**config.mk**
```make
export PLATFORM = sky130hd
export DESIGN_NAME = usp_serial
export DESIGN_NICKNAME = d
export VERILOG_FILES = /design/src/rtl/usp_pkg.sv /design/src/rtl/usp_baud.sv /design/src/rtl/usp_serial.sv /design/src/rtl/usp_tx.sv
export SDC_FILE = /design/constraint.sdc
export NUM_CORES = 1
export LEC_CHECK = 0
export ABC_AREA = 1
export BUFFER_PORTS_ARGS = -buffer_cell sky130_fd_sc_hd__buf_2
export CORE_ASPECT_RATIO = 0.5
export CORE_MARGIN = 5
export CORE_UTILIZATION = 38
export CTS_CLUSTER_DIAMETER = 200
export DETAILED_ROUTE_END_ITERATION = 10
export SLEW_MARGIN = 10
export SYNTH_ARGS = -nofsm -noshare
export SYNTH_HDL_FRONTEND = slang
export SYNTH_SLANG_ARGS = --single-unit
```
**constraint.sdc**
```tcl
create_clock -name clk -period 3.37 [get_ports clk]
set_input_delay 0.337 -clock clk [delete_from_list [all_inputs] [get_ports clk]]
set_output_delay 0.337 -clock clk [all_outputs]
set_load 0.05 [all_outputs]
```
**src/rtl/usp_pkg.sv**
```systemverilog
// ****************************************
// register map and field layout
// ****************************************
package usp_pkg;
    localparam logic [4:0] OFS_CTRL1 = 5'h00;
    localparam logic [4:0] OFS_CTRL2 = 5'h04;
    localparam logic [4:0] OFS_STAT  = 5'h08;
    localparam logic [4:0] OFS_DATA  = 5'h0c;
    localparam logic [4:0] OFS_BAUD  = 5'h10;
    localparam logic [4:0] OFS_EVT   = 5'h14;
    localparam logic [4:0] OFS_MASK  = 5'h18;

    // control one bit positions
    localparam int unsigned C1_LOOP = 7;
    localparam int unsigned C1_DIR  = 6;
    localparam int unsigned C1_RX_SOURCE_SEL = 5;
    localparam int unsigned C1_NINE = 4;
    localparam int unsigned C1_WAKE = 3;

    // status, event and mask bit positions
    localparam int unsigned ST_TX_EMPTY = 7;
    localparam int unsigned ST_TX_DONE  = 6;
    localparam int unsigned ST_RX_FULL  = 5;
    localparam int unsigned ST_IDLE     = 4;

    localparam logic [7:0]  RST_CTRL1 = 8'h00;
    localparam logic [7:0]  RST_CTRL2 = 8'h00;
    localparam logic [7:0]  RST_MASK  = 8'h00;
    localparam logic [12:0] RST_BAUD  = 13'h0004;

    // timing in oversample ticks and bit times
    localparam logic [3:0] OVS_LAST = 4'hf;
    localparam logic [3:0] OVS_MID  = 4'h7;
    localparam logic [3:0] FRAME_8  = 4'ha;
    localparam logic [3:0] FRAME_9  = 4'hb;

    typedef enum logic [1:0] {
        USP_CH_DATA = 2'b00,
        USP_CH_IDLE = 2'b01,
        USP_CH_BRK  = 2'b10
    } usp_kind_t;

    typedef struct packed {
        logic tx_empty_irq_en;
        logic tx_done_irq_en;
        logic rx_full_irq_en;
        logic idle_line_irq_en;
        logic tx_enable;
        logic rx_enable;
        logic rx_standby_ctl;
        logic send_break_ctl;
    } usp_ctrl2_t;

    typedef struct packed {
        logic tx_out;
        logic tx_oe;
        logic tx_gpio;
        logic rx_gpio;
    } usp_pins_t;
endpackage

```
**src/rtl/usp_baud.sv**
```systemverilog
`timescale 1ns/1ps
`default_nettype none
// ****************************************
// oversample tick, bus clock / div
// ****************************************
module usp_baud #(
    parameter int W = 13
) (
    input  wire logic         clk,
    input  wire logic         arst_n,
    input  wire logic         en,
    input  wire logic [W-1:0] div,
    output logic              tick
);
    logic [W-1:0] cnt;

    // div of zero suppresses the tick; the counter keeps running
    assign tick = en && (div != '0) && (cnt == div - 1'b1);

    always_ff @(posedge clk or negedge arst_n) begin
        if (!arst_n) begin
            cnt <= '0;
        end else if (!en || tick) begin
            cnt <= '0;
        end else begin
            cnt <= cnt + 1'b1;
        end
    end
endmodule
`default_nettype wire

```
**src/rtl/usp_serial.sv**
```systemverilog
// Overview of operation
// - control two always readable and writable
// - tx enable bit gates empty-flag interrupt
// - rx enable bit gates full-flag interrupt
// - idle enable bit gates idle interrupt
// - transmitter runs and owns pin when enabled
// - internal loopback returns tx pin to port
// - single-wire direction bit steers tx pin
// - enable off-then-on queues one idle character
// - pin held until queued traffic finishes
// - receiver off releases receive pin
// - standby bit waits idle or address mark
// - wake condition clears standby bit itself
// - break bit pulse queues one break
// - held break bit keeps queueing breaks
// - extra break may be queued, timing dependent
// - nine-bit mode widens characters to eleven
// - empty flag set at reset and on load
`timescale 1ns/1ps
`default_nettype none
module usp_serial (
    input  wire logic        clk,
    input  wire logic        arst_n,
    input  wire logic [4:0]  avs_address,
    input  wire logic        avs_read,
    input  wire logic        avs_write,
    input  wire logic [31:0] avs_writedata,
    output logic [31:0]      avs_readdata,
    output logic             avs_waitrequest,
    input  wire logic        txd_in,
    input  wire logic        rxd_in,
    output usp_pkg::usp_pins_t pins,
    output logic             irq
);
    // ****************************************
    // registers and state
    // ****************************************
    logic [7:0]          ctrl1;
    usp_pkg::usp_ctrl2_t ctrl2;
    usp_pkg::usp_ctrl2_t wr_c2;
    logic [12:0]         br;
    logic [7:0]          mask;
    logic [7:0]          evt;
    logic [8:0]          txbuf;
    logic                tx_empty;
    logic [8:0]          rxbuf;
    logic                rx_full;
    logic                idle_flag;
    logic                idle_pend;
    logic                brk_pend;
    logic                ack;
    logic                done_q;

    logic loop;
    logic rx_source_sel;
    logic nine;
    logic wake_sel;
    logic tick;
    logic tx_busy;
    logic tx_line;
    logic tx_start;
    logic tx_done;
    logic tx_own;
    logic rx_in;
    usp_pkg::usp_kind_t tx_kind;

    assign loop     = ctrl1[usp_pkg::C1_LOOP];
    assign rx_source_sel     = ctrl1[usp_pkg::C1_RX_SOURCE_SEL];
    assign nine     = ctrl1[usp_pkg::C1_NINE];
    assign wake_sel = ctrl1[usp_pkg::C1_WAKE];
    assign wr_c2    = usp_pkg::usp_ctrl2_t'(avs_writedata[7:0]);

    // ****************************************
    // bus slave, one wait state per access
    // ****************************************
    logic wr_go;
    logic rd_go;
    logic wr_c2_go;
    logic [7:0] stat;
    logic [31:0] rd_mux;

    assign avs_waitrequest = (avs_read || avs_write) && !ack;
    assign wr_go    = avs_write && ack;
    assign rd_go    = avs_read && ack;
    assign wr_c2_go = wr_go && (avs_address == usp_pkg::OFS_CTRL2);
    assign stat     = {tx_empty, tx_done, rx_full, idle_flag, 4'h0};

    always_ff @(posedge clk or negedge arst_n) begin
        if (!arst_n) begin
            ack <= 1'b0;
        end else begin
            ack <= (avs_read || avs_write) && !ack;
        end
    end

    always_comb begin
        unique case (avs_address)
            usp_pkg::OFS_CTRL1: rd_mux = {24'h0, ctrl1};
            usp_pkg::OFS_CTRL2: rd_mux = {24'h0, ctrl2};
            usp_pkg::OFS_STAT:  rd_mux = {24'h0, stat};
            usp_pkg::OFS_DATA:  rd_mux = {23'h0, rxbuf};
            usp_pkg::OFS_BAUD:  rd_mux = {19'h0, br};
            usp_pkg::OFS_EVT:   rd_mux = {24'h0, evt};
            usp_pkg::OFS_MASK:  rd_mux = {24'h0, mask};
            default:            rd_mux = 32'h0;
        endcase
    end

    // read data captured during the wait state, stable at completion
    always_ff @(posedge clk or negedge arst_n) begin
        if (!arst_n) begin
            avs_readdata <= 32'h0;
        end else if (avs_read && !ack) begin
            avs_readdata <= rd_mux;
        end
    end

    always_ff @(posedge clk or negedge arst_n) begin
        if (!arst_n) begin
            ctrl1 <= usp_pkg::RST_CTRL1;
            br    <= usp_pkg::RST_BAUD;
            mask  <= usp_pkg::RST_MASK;
            txbuf <= 9'h000;
        end else if (wr_go) begin
            if (avs_address == usp_pkg::OFS_CTRL1) begin
                ctrl1 <= avs_writedata[7:0];
            end
            if (avs_address == usp_pkg::OFS_BAUD) begin
                br <= avs_writedata[12:0];
            end
            if (avs_address == usp_pkg::OFS_MASK) begin
                mask <= avs_writedata[7:0];
            end
            if (avs_address == usp_pkg::OFS_DATA) begin
                txbuf <= avs_writedata[8:0];
            end
        end
    end

    // ****************************************
    // control two and transmit queueing
    // ****************************************
    logic wake_hit;

    always_ff @(posedge clk or negedge arst_n) begin
        if (!arst_n) begin
            ctrl2 <= usp_pkg::usp_ctrl2_t'(usp_pkg::RST_CTRL2);
        end else begin
            if (wake_hit) begin
                ctrl2.rx_standby_ctl <= 1'b0;
            end
            // software write lands last so a set beats the hardware clear
            if (wr_c2_go) begin
                ctrl2 <= wr_c2;
            end
        end
    end

    // a break has priority over a queued idle, data comes last
    always_comb begin
        if (brk_pend || (ctrl2.tx_enable && ctrl2.send_break_ctl)) begin
            tx_kind = usp_pkg::USP_CH_BRK;
        end else if (idle_pend) begin
            tx_kind = usp_pkg::USP_CH_IDLE;
        end else begin
            tx_kind = usp_pkg::USP_CH_DATA;
        end
    end

    assign tx_start = !tx_busy && (brk_pend || idle_pend ||
                      (ctrl2.tx_enable && (ctrl2.send_break_ctl || !tx_empty)));

    always_ff @(posedge clk or negedge arst_n) begin
        if (!arst_n) begin
            brk_pend  <= 1'b0;
            idle_pend <= 1'b0;
        end else begin
            if (tx_start && tx_kind == usp_pkg::USP_CH_BRK) begin
                brk_pend <= 1'b0;
            end
            if (tx_start && tx_kind == usp_pkg::USP_CH_IDLE) begin
                idle_pend <= 1'b0;
            end
            if (wr_c2_go && wr_c2.send_break_ctl && !ctrl2.send_break_ctl) begin
                brk_pend <= 1'b1;
            end
            if (wr_c2_go && wr_c2.tx_enable && !ctrl2.tx_enable) begin
                idle_pend <= 1'b1;
            end
        end
    end

    always_ff @(posedge clk or negedge arst_n) begin
        if (!arst_n) begin
            tx_empty <= 1'b1;
        end else if (tx_start && tx_kind == usp_pkg::USP_CH_DATA) begin
            tx_empty <= 1'b1;
        end else if (wr_go && avs_address == usp_pkg::OFS_DATA) begin
            tx_empty <= 1'b0;
        end
    end

    assign tx_done = tx_empty && !tx_busy && !brk_pend && !idle_pend;

    usp_baud #(
        .W (13)
    ) u_baud (
        .clk    (clk),
        .arst_n (arst_n),
        .en     (ctrl2.tx_enable || ctrl2.rx_enable || tx_own),
        .div    (br),
        .tick   (tick)
    );

    usp_tx u_tx (
        .clk      (clk),
        .arst_n   (arst_n),
        .tick     (tick),
        .nine_bit (nine),
        .start    (tx_start),
        .kind     (tx_kind),
        .data     (txbuf),
        .busy     (tx_busy),
        .line     (tx_line)
    );

    // ****************************************
    // pin ownership
    // ****************************************
    assign tx_own       = ctrl2.tx_enable || tx_busy || brk_pend || idle_pend;
    assign pins.tx_out  = tx_line;
    assign pins.tx_gpio = !tx_own || (loop && !rx_source_sel);
    assign pins.tx_oe   = !pins.tx_gpio && (!(loop && rx_source_sel) || ctrl1[usp_pkg::C1_DIR]);
    assign pins.rx_gpio = !ctrl2.rx_enable || loop;

    // single wire hears the shared pin, loopback hears the shifter
    assign rx_in = loop ? (rx_source_sel ? txd_in : tx_line) : rxd_in;

    // ****************************************
    // receiver with standby wakeup
    // ****************************************
    typedef enum logic [1:0] {
        RX_IDLE  = 2'b00,
        RX_START = 2'b01,
        RX_DATA  = 2'b10,
        RX_STOP  = 2'b11
    } usp_rx_st_t;

    usp_rx_st_t  rx_st;
    logic [3:0]  rx_sub;
    logic [3:0]  rx_bit;
    logic [8:0]  rx_sh;
    logic [7:0]  idle_cnt;
    logic [7:0]  idle_thr;
    logic        idle_armed;
    logic        char_done;
    logic        idle_hit;
    logic        rx_take;

    assign char_done = tick && rx_st == RX_STOP && rx_sub == usp_pkg::OVS_LAST;
    assign idle_thr  = {nine ? usp_pkg::FRAME_9 : usp_pkg::FRAME_8, 4'h0} - 8'h01;
    assign idle_hit  = tick && rx_st == RX_IDLE && rx_in && idle_cnt == idle_thr;
    assign wake_hit  = ctrl2.rx_standby_ctl &&
                       (wake_sel ? (char_done && rx_sh[8]) : idle_hit);
    // the address mark that wakes the receiver is itself received
    assign rx_take   = char_done && (!ctrl2.rx_standby_ctl || wake_hit);

    always_ff @(posedge clk or negedge arst_n) begin
        if (!arst_n) begin
            rx_st  <= RX_IDLE;
            rx_sub <= 4'h0;
            rx_bit <= 4'h0;
            rx_sh  <= 9'h000;
        end else if (!ctrl2.rx_enable) begin
            rx_st <= RX_IDLE;
        end else if (tick) begin
            rx_sub <= rx_sub + 4'h1;
            unique case (rx_st)
                RX_IDLE: begin
                    rx_sub <= 4'h0;
                    if (!rx_in) begin
                        rx_st <= RX_START;
                    end
                end
                RX_START: begin
                    if (rx_sub == usp_pkg::OVS_MID) begin
                        rx_sub <= 4'h0;
                        rx_bit <= 4'h0;
                        rx_st  <= rx_in ? RX_IDLE : RX_DATA;
                    end
                end
                RX_DATA: begin
                    if (rx_sub == usp_pkg::OVS_LAST) begin
                        rx_sh  <= {rx_in, rx_sh[8:1]};
                        rx_bit <= rx_bit + 4'h1;
                        if (rx_bit == (nine ? 4'h8 : 4'h7)) begin
                            rx_st <= RX_STOP;
                        end
                    end
                end
                RX_STOP: begin
                    if (rx_sub == usp_pkg::OVS_LAST) begin
                        rx_st <= RX_IDLE;
                    end
                end
            endcase
        end
    end

    always_ff @(posedge clk or negedge arst_n) begin
        if (!arst_n) begin
            idle_cnt <= 8'h00;
        end else if (!ctrl2.rx_enable || rx_st != RX_IDLE || !rx_in) begin
            idle_cnt <= 8'h00;
        end else if (tick && idle_cnt != idle_thr) begin
            idle_cnt <= idle_cnt + 8'h01;
        end
    end

    // hardware set beats the data-read clear
    always_ff @(posedge clk or negedge arst_n) begin
        if (!arst_n) begin
            rx_full    <= 1'b0;
            idle_flag  <= 1'b0;
            idle_armed <= 1'b0;
            rxbuf      <= 9'h000;
        end else begin
            if (rd_go && avs_address == usp_pkg::OFS_DATA) begin
                rx_full   <= 1'b0;
                idle_flag <= 1'b0;
            end
            if (idle_hit && idle_armed) begin
                idle_armed <= 1'b0;
                idle_flag  <= !ctrl2.rx_standby_ctl;
            end
            if (rx_take) begin
                rx_full    <= 1'b1;
                idle_armed <= 1'b1;
                rxbuf      <= nine ? rx_sh : {1'b0, rx_sh[8:1]};
            end
        end
    end

    // ****************************************
    // events and interrupt
    // ****************************************
    logic [7:0] evt_set;
    logic [7:0] irq_src;

    always_comb begin
        evt_set = 8'h00;
        evt_set[usp_pkg::ST_TX_EMPTY] = tx_start && tx_kind == usp_pkg::USP_CH_DATA;
        evt_set[usp_pkg::ST_TX_DONE]  = tx_done && !done_q;
        evt_set[usp_pkg::ST_RX_FULL]  = rx_take;
        evt_set[usp_pkg::ST_IDLE]     = idle_hit && idle_armed && !ctrl2.rx_standby_ctl;
    end

    always_ff @(posedge clk or negedge arst_n) begin
        if (!arst_n) begin
            evt    <= 8'h00;
            done_q <= 1'b1;
        end else begin
            done_q <= tx_done;
            evt    <= ((rd_go && avs_address == usp_pkg::OFS_EVT) ? 8'h00 : evt) | evt_set;
        end
    end

    assign irq_src = {ctrl2.tx_empty_irq_en && tx_empty,
                      ctrl2.tx_done_irq_en && tx_done,
                      ctrl2.rx_full_irq_en && rx_full,
                      ctrl2.idle_line_irq_en && idle_flag, 4'h0};
    assign irq = (irq_src != 8'h00) || ((evt & mask) != 8'h00);
endmodule
`default_nettype wire

```
**src/rtl/usp_tx.sv**
```systemverilog
`timescale 1ns/1ps
`default_nettype none
// ****************************************
// character shifter: data, idle or break
// ****************************************
module usp_tx (
    input  wire logic              clk,
    input  wire logic              arst_n,
    input  wire logic              tick,
    input  wire logic              nine_bit,
    input  wire logic              start,
    input  wire usp_pkg::usp_kind_t kind,
    input  wire logic [8:0]        data,
    output logic                   busy,
    output logic                   line
);
    logic [10:0] sh;
    logic [3:0]  sub;
    logic [3:0]  left;

    assign line = busy ? sh[0] : 1'b1;

    always_ff @(posedge clk or negedge arst_n) begin
        if (!arst_n) begin
            sh   <= 11'h7ff;
            sub  <= 4'h0;
            left <= 4'h0;
            busy <= 1'b0;
        end else if (start && !busy) begin
            busy <= 1'b1;
            sub  <= 4'h0;
            left <= nine_bit ? usp_pkg::FRAME_9 : usp_pkg::FRAME_8;
            unique case (kind)
                usp_pkg::USP_CH_DATA: begin
                    sh <= nine_bit ? {1'b1, data, 1'b0} : {2'b11, data[7:0], 1'b0};
                end
                usp_pkg::USP_CH_IDLE: sh <= 11'h7ff;
                usp_pkg::USP_CH_BRK:  sh <= 11'h000;
                default:              sh <= 11'h7ff;
            endcase
        end else if (busy && tick) begin
            sub <= sub + 4'h1;
            if (sub == usp_pkg::OVS_LAST) begin
                sh   <= {1'b1, sh[10:1]};
                left <= left - 4'h1;
                if (left == 4'h1) begin
                    busy <= 1'b0;
                end
            end
        end
    end
endmodule
`default_nettype wire

```
==> results.yml, run 1 <==
sta:
  tns_ns: 0
  rsz0062_at_grt: "false"
  maxSlewViolCount: 0
  setup_viol: 0
  max_freq_ghz: 0.364
  fin_crit_sh: 0.816
  setup_slack_ns: 0.621
  final.min_clock_period_ns: 2.75
  slew_headroom: 0.470
  final_hold_viol_count: 0
  tightest_slew_ns: 0.794
  finClkSkew_ns: 0.00806
yosys:
  synth.area.top_cells: "dfrtp_1, nand2_1, inv_1"
  synth_seq_area_share: 0.463
  yosysWarnings: 0
  yosys.area.top_type: "dfrtp_1"
  synth_top_area_frac: 0.415
  synth_edf_count: 0
  synth.distinct_cells: 45
  synthFlopType: "dfrtp_1"
  ys_seq_elements: 140
  syn-cell-area_mm2: 0.00760
  async_flop_share: 1.00
  syn_avg_cell_area_um2: 7.89
  syn_inst: 963
setup_path:
  start_kind: "register"
  endpoint_kind: "register"
  reg2regPathDepth: 19
  reg2reg_from: "br[0]"
  worstSetupPathType: "reg2reg"
  crit_arrival_ns: 3.06
  setup.worst_path.start: "br[0]"
  cp.required_ns: 3.68
  crit_fanout: 28
global_routing:
  use_met3: 0.0303
  use_met2: 0.265
  grt_use_met1: 0.248
  grt_usage: 0.173
  grt-busiest-layer: "met2"
  grt_start_max_net_pins: 67
  grt_first_pass_wirelength_um: 31300
  grt_pass1_vias: 5985
  grt.overflow.total: 0
  antenna_found_initial: 0
final_layout:
  layout-drive-gt1-share: 0.132
  layout_commonest_cell: "nand2_1"
  mostFrequentLayoutCells: "nand2_1, dfrtp_1, inv_1, o21ai_0, nor2_1"
  nets: 1065
  fin_util: 0.443
  syn_to_final_growth_pct: 14.0
  num_antenna_cells: 0
place:
  place_hpwl_um: 14100
  io_buffers: 42
  dpl_worst_slack_ns: 0.637
  gp_congestion: 0.887
pwr:
  p_leak_nw: 4.24
  peakVddDrop_v: 0.000367
  power_density_mw_per_mm2: 555
floorplan:
  rows: 36
  die-area_mm2: 0.0231
  dieWidth_um: 210
  fp.dieH_um: 110
  coreArea_mm2: 0.0195
  io_pins: 81
  start_util: 0.389
clock_network:
  cts_made_buffers: 17
  clock_latency_ns: 0.43
  cts_hold_buf: 1
  clk_pin_slew_ns: 0.06
  cts_tree: "done"
  clock-sinks: 140
  postCtsSetupBuffers: 0
  clock_tree.buffer_depth: 2
  ctsResizeCount: 0
  ctsHtreeMaxLevel: 4
  clockRootBuffer: "clkbuf_16"
routing:
  final_antenna_net_count: 0
  num_vias: 6405
  drc: 0
  firstDrtPassIters: 5
  drt_first_iter_violations: 533
  drt-wirelength-per-cell_um: 14.9
  wirelength_um: 19300
  via_per_inst: 4.97
min_path:
  min_path_type: "in2reg"
  hold_start: "avs_writedata[4]"
  hold_depth: 3
outcome:
  outcome: "completed"
run:
  cap_viol_max_count: 0
[cells in the mapped netlist, drive strengths merged, types with 11 or more instances]
library cell and number:
a21oi 22, a221oi 12, buf 26, clkbuf 15, dfrtp 126, dfstp 14, ha 13, inv 118
nand2 280, nand3 53, nand4 11, nor2 79, nor3 16, o21ai 106, o22ai 11, xor2 17
[worst paths after layout]
kind                                end  slack (ns)
setup / recovery           u_tx.left[3]        0.62
hold / removal                 ctrl2[4]        0.13
setup reg to reg           u_tx.left[3]        0.62
hold reg to reg                rxbuf[5]        0.47
max in group asynchronous    u_tx.sh[0]        2.19
min in group asynchronous     rx_bit[1]        0.42
[power by group]
group,total (mW),leakage [nW],switching [mW],internal (mW)
clock,2.01,0.314,0.739,1.27
sequential,1.91,1.78,0.107,1.80
combinational,0.887,2.15,0.645,0.242
total,4.81,4.24,1.49,3.32
[critical path, cell delays in order (launching register included)]
cell	delay, ns
dfrtp_1	0.41
inv_1	0.16
ha_1	0.32
inv_1	0.07
nand2_1	0.08
nand2_1	0.06
nand2_1	0.05
nand2_1	0.08
nor2_1	0.13
nand2_1	0.06
nor2_1	0.08
nand2_1	0.09
nor2_4	0.15
nand2_4	0.10
clkinv_2	0.16
nand2_2	0.11
nand2_4	0.11
nand2_4	0.22
nand2_1	0.14
o21ai_2	0.05
[metrics by stage]
stage	power [mW]	cells	hold WS, ns	area, um^2
floorplan	2.55	981	0.0414	7660
detailed placement	2.81	1255	0.313	8030
global placement	2.79	1255	0.311	8030
finish	4.81	1288	0.126	8660
global route	5.03	1288	0.133	8660
CTS	4.83	1288	0.118	8660
[layout make-up]
class	instances	area, um^2
Fill cell	1945	10900
Sequential cell	140	3520
Multi-Input combinational cell	680	3440
Clock buffer	20	457
Inverter	120	452
Tap cell	266	333
Timing Repair Buffer	50	292
Clock inverter	12	168
[cells by family after synthesis]
kind of cell | after synthesis | share of synthesized area
AOI/OAI and AO/OA | 171 | 0.135
xor gates and xnor gates | 21 | 0.0242
adders and majority gates | 13 | 0.0214
buffers and inverters | 161 | 0.0929
DFF | 140 | 0.463
other | 1 | 0.000494
and+or+nand+nor | 456 | 0.263
[sequential cells by signal (all words and copies together), names as in the netlist, 2 cells and up]
register      count
ctrl2             8
u_tx.sh          11
rx_bit            4
avs_readdata     13
u_tx.sub          4
ctrl1             8
u_baud.cnt       13
u_tx.left         4
mask              8
br               13
rxbuf             9
rx_sub            4
idle_cnt          8
txbuf             9
evt               4
rx_st             2
rx_sh             9
[routing by layer]
layer / share of wire / wire length (um)
met1: 0.49 / 9500
met2: 0.43 / 8370
met3: 0.056 / 1080
met4: 0.015 / 290
met5: 0 / 0
(Power assumes the default switching activity.)
==> inputs of run 2 (changes only) <==
- clock period: 3.37 -> 2.38 ns (I/O delays scaled with it)
==> results.yml, run 2 (synthesis gave the netlist of run 1 again) <==
outcome:
  outcome: "finished with violations"
  violations: "negative setup slack"
sta:
  tightest_slew_ns: 0.709
  slew_headroom: 0.515
  final.min_clock_period_ns: 2.38
  setup_slack_ns: -0.00200
  fin_crit_sh: 1.00
  setup_viol: 1
  max_freq_ghz: 0.420
  final_hold_viol_count: 0
  maxSlewViolCount: 0
  rsz0062_at_grt: "true"
  finClkSkew_ns: 0.00722
clock_network:
  clock-sinks: 140
  clock_tree.buffer_depth: 2
  cts_made_buffers: 17
  clk_pin_slew_ns: 0.06
  ctsHtreeMaxLevel: 4
  cts_tree: "done"
  clockRootBuffer: "clkbuf_16"
  clock_latency_ns: 0.43
setup_path:
  slowest_stage: "dfstp_2"
  cp_top_family: "simple AND/OR/NAND/NOR gates"
  r2r-end: "rx_sh[5]"
  crit_chain: "inv_2 > nand2_2 > nand2_2 > nand2_2 > nand2_2 > nor2_1 > nand2_1 > nor2_1 > nand2_1 > nor2_4 > nand2_4 > buf_12 > nor2_4 > buf_12 > nand3_4 > nand2_2 > o21ai_2"
  reg2reg_from: "br[2]"
  cp.required_ns: 2.70
  worst-path-buf-inv: 3
  worstSetupPathType: "reg2reg"
  cpPeakStageDelay_ns: 0.66
  endpoint_kind: "register"
  crit_fanout: 7
  start_kind: "register"
  reg2reg_slack_ns: -0.002
  crit_arrival_ns: 2.70
  reg2regPathDepth: 17
  critPathMostFrequentCell: "nand2_2"
pwr:
  peakVddDrop_v: 0.000353
  switching_share: 0.314
  p_leak_nw: 4.56
  comb_power_share: 0.218
  p_sw_mw: 2.20
  total_power_mw: 7.01
  internal_power_mw: 4.81
  clockPowerShare: 0.396
  seq_power_share: 0.386
  power_density_mw_per_mm2: 740
floorplan:
  dieWidth_um: 210
  start_util: 0.389
  fp.dieH_um: 110
  die-area_mm2: 0.0231
  io_pins: 81
  rows: 36
  coreArea_mm2: 0.0195
place:
  dpl_worst_slack_ns: -0.170
  io_buffers: 42
  gp_congestion: 0.915
  place_hpwl_um: 14900
global_routing:
  use_met2: 0.287
  grt_start_max_net_pins: 60
  grt_use_met1: 0.251
  grt_usage: 0.182
  antenna_found_initial: 1
  grt.overflow.total: 0
  use_met3: 0.0464
  grt_first_pass_wirelength_um: 32800
  grt-busiest-layer: "met2"
  grt_pass1_vias: 6323
final_layout:
  mostFrequentLayoutCells: "nand2_1, dfrtp_1, inv_1, o21ai_0, nor2_1"
  layout-drive-gt1-share: 0.241
  largestRegisters: "avs_readdata (13), br (13), u_baud.cnt (13)"
  layout_commonest_cell: "nand2_1"
  num_antenna_cells: 0
  nets: 1124
  syn_to_final_growth_pct: 24.7
routing:
  drc: 0
  wirelength_um: 20500
  final_antenna_net_count: 0
  drt-wirelength-per-cell_um: 15.2
  via_per_inst: 4.95
  firstDrtPassIters: 5
  drt_first_iter_violations: 564
  num_vias: 6669
min_path:
  min_path_type: "in2reg"
  holdPathEnd: "ctrl2[6]"
  hold_start: "avs_writedata[6]"
  hold_depth: 3
run:
  cap_viol_max_count: 0
-- run 2: worst reg2reg max path: stages, from the launching register on --
cell and delay, ns:
dfstp_2 0.66, inv_2 0.07, nand2_2 0.08, nand2_2 0.06
nand2_2 0.07, nand2_2 0.06, nor2_1 0.11, nand2_1 0.06
nor2_1 0.08, nand2_1 0.10, nor2_4 0.14, nand2_4 0.10
buf_12 0.15, nor2_4 0.09, buf_12 0.15, nand3_4 0.12
nand2_2 0.13, o21ai_2 0.05
-- run 2: power groups by stage --
stage,clock [mW],combinational (mW),sequential [mW]
after floorplan,0,0.894,2.72
after global placement,0,1.34,2.72
after detailed placement,0,1.35,2.73
after CTS,2.81,1.39,2.69
after global routing,2.93,1.69,2.72
final,2.78,1.53,2.70
-- run 2: how the worst max path moves through the flow --
stage	cells past startpoint	endpoint	startpoint
global placement	18	rx_sh[2]	br[1]
global route	17	rx_sh[5]	br[2]
detailed placement	18	rx_sh[4]	br[1]
finish	17	rx_sh[5]	br[2]
floorplan	18	rxbuf[2]	br[0]
CTS	18	rxbuf[4]	br[0]
-- run 2: through the flow --
stage	TNS (ns)	hold WS, ns	instances	utilization	area [um^2]
5_1_grt	-3.64	0.0343	1347	0.485	9480
6_report	-0.00200	0.0299	1347	0.485	9480
2_1_floorplan	0	-0.0576	981	-	7660
3_5_place_dp	-1.91	0.260	1298	0.428	8370
3_3_place_gp	-0.717	0.256	1298	0.428	8370
4_1_cts	-0.0334	0.0176	1338	0.469	9170
-- run 2: per-layer routing --
metal / wire length (um) / share of wire
met2: 9140 / 0.45
met1: 9800 / 0.48
met5: 13 / 0.00063
met3: 1250 / 0.061
met4: 314 / 0.015
-- run 2: cell type report --
class,instances,area (um^2)
flip-flops and latches,140,3530
fillers,1819,10100
clock inverters,11,140
well taps,266,333
clock buffers,21,480
multi-input cells,684,3770
repair buffers,105,764
inverters,120,458
-- run 2: repair_timing --
item,CTS,global route
pin swaps,12,41
hold buffers,1,0
hold endpoints to repair,53,0
cloned,4,1
setup buffers,3,8
setup endpoints to repair,37,74
gates resized for setup,23,70
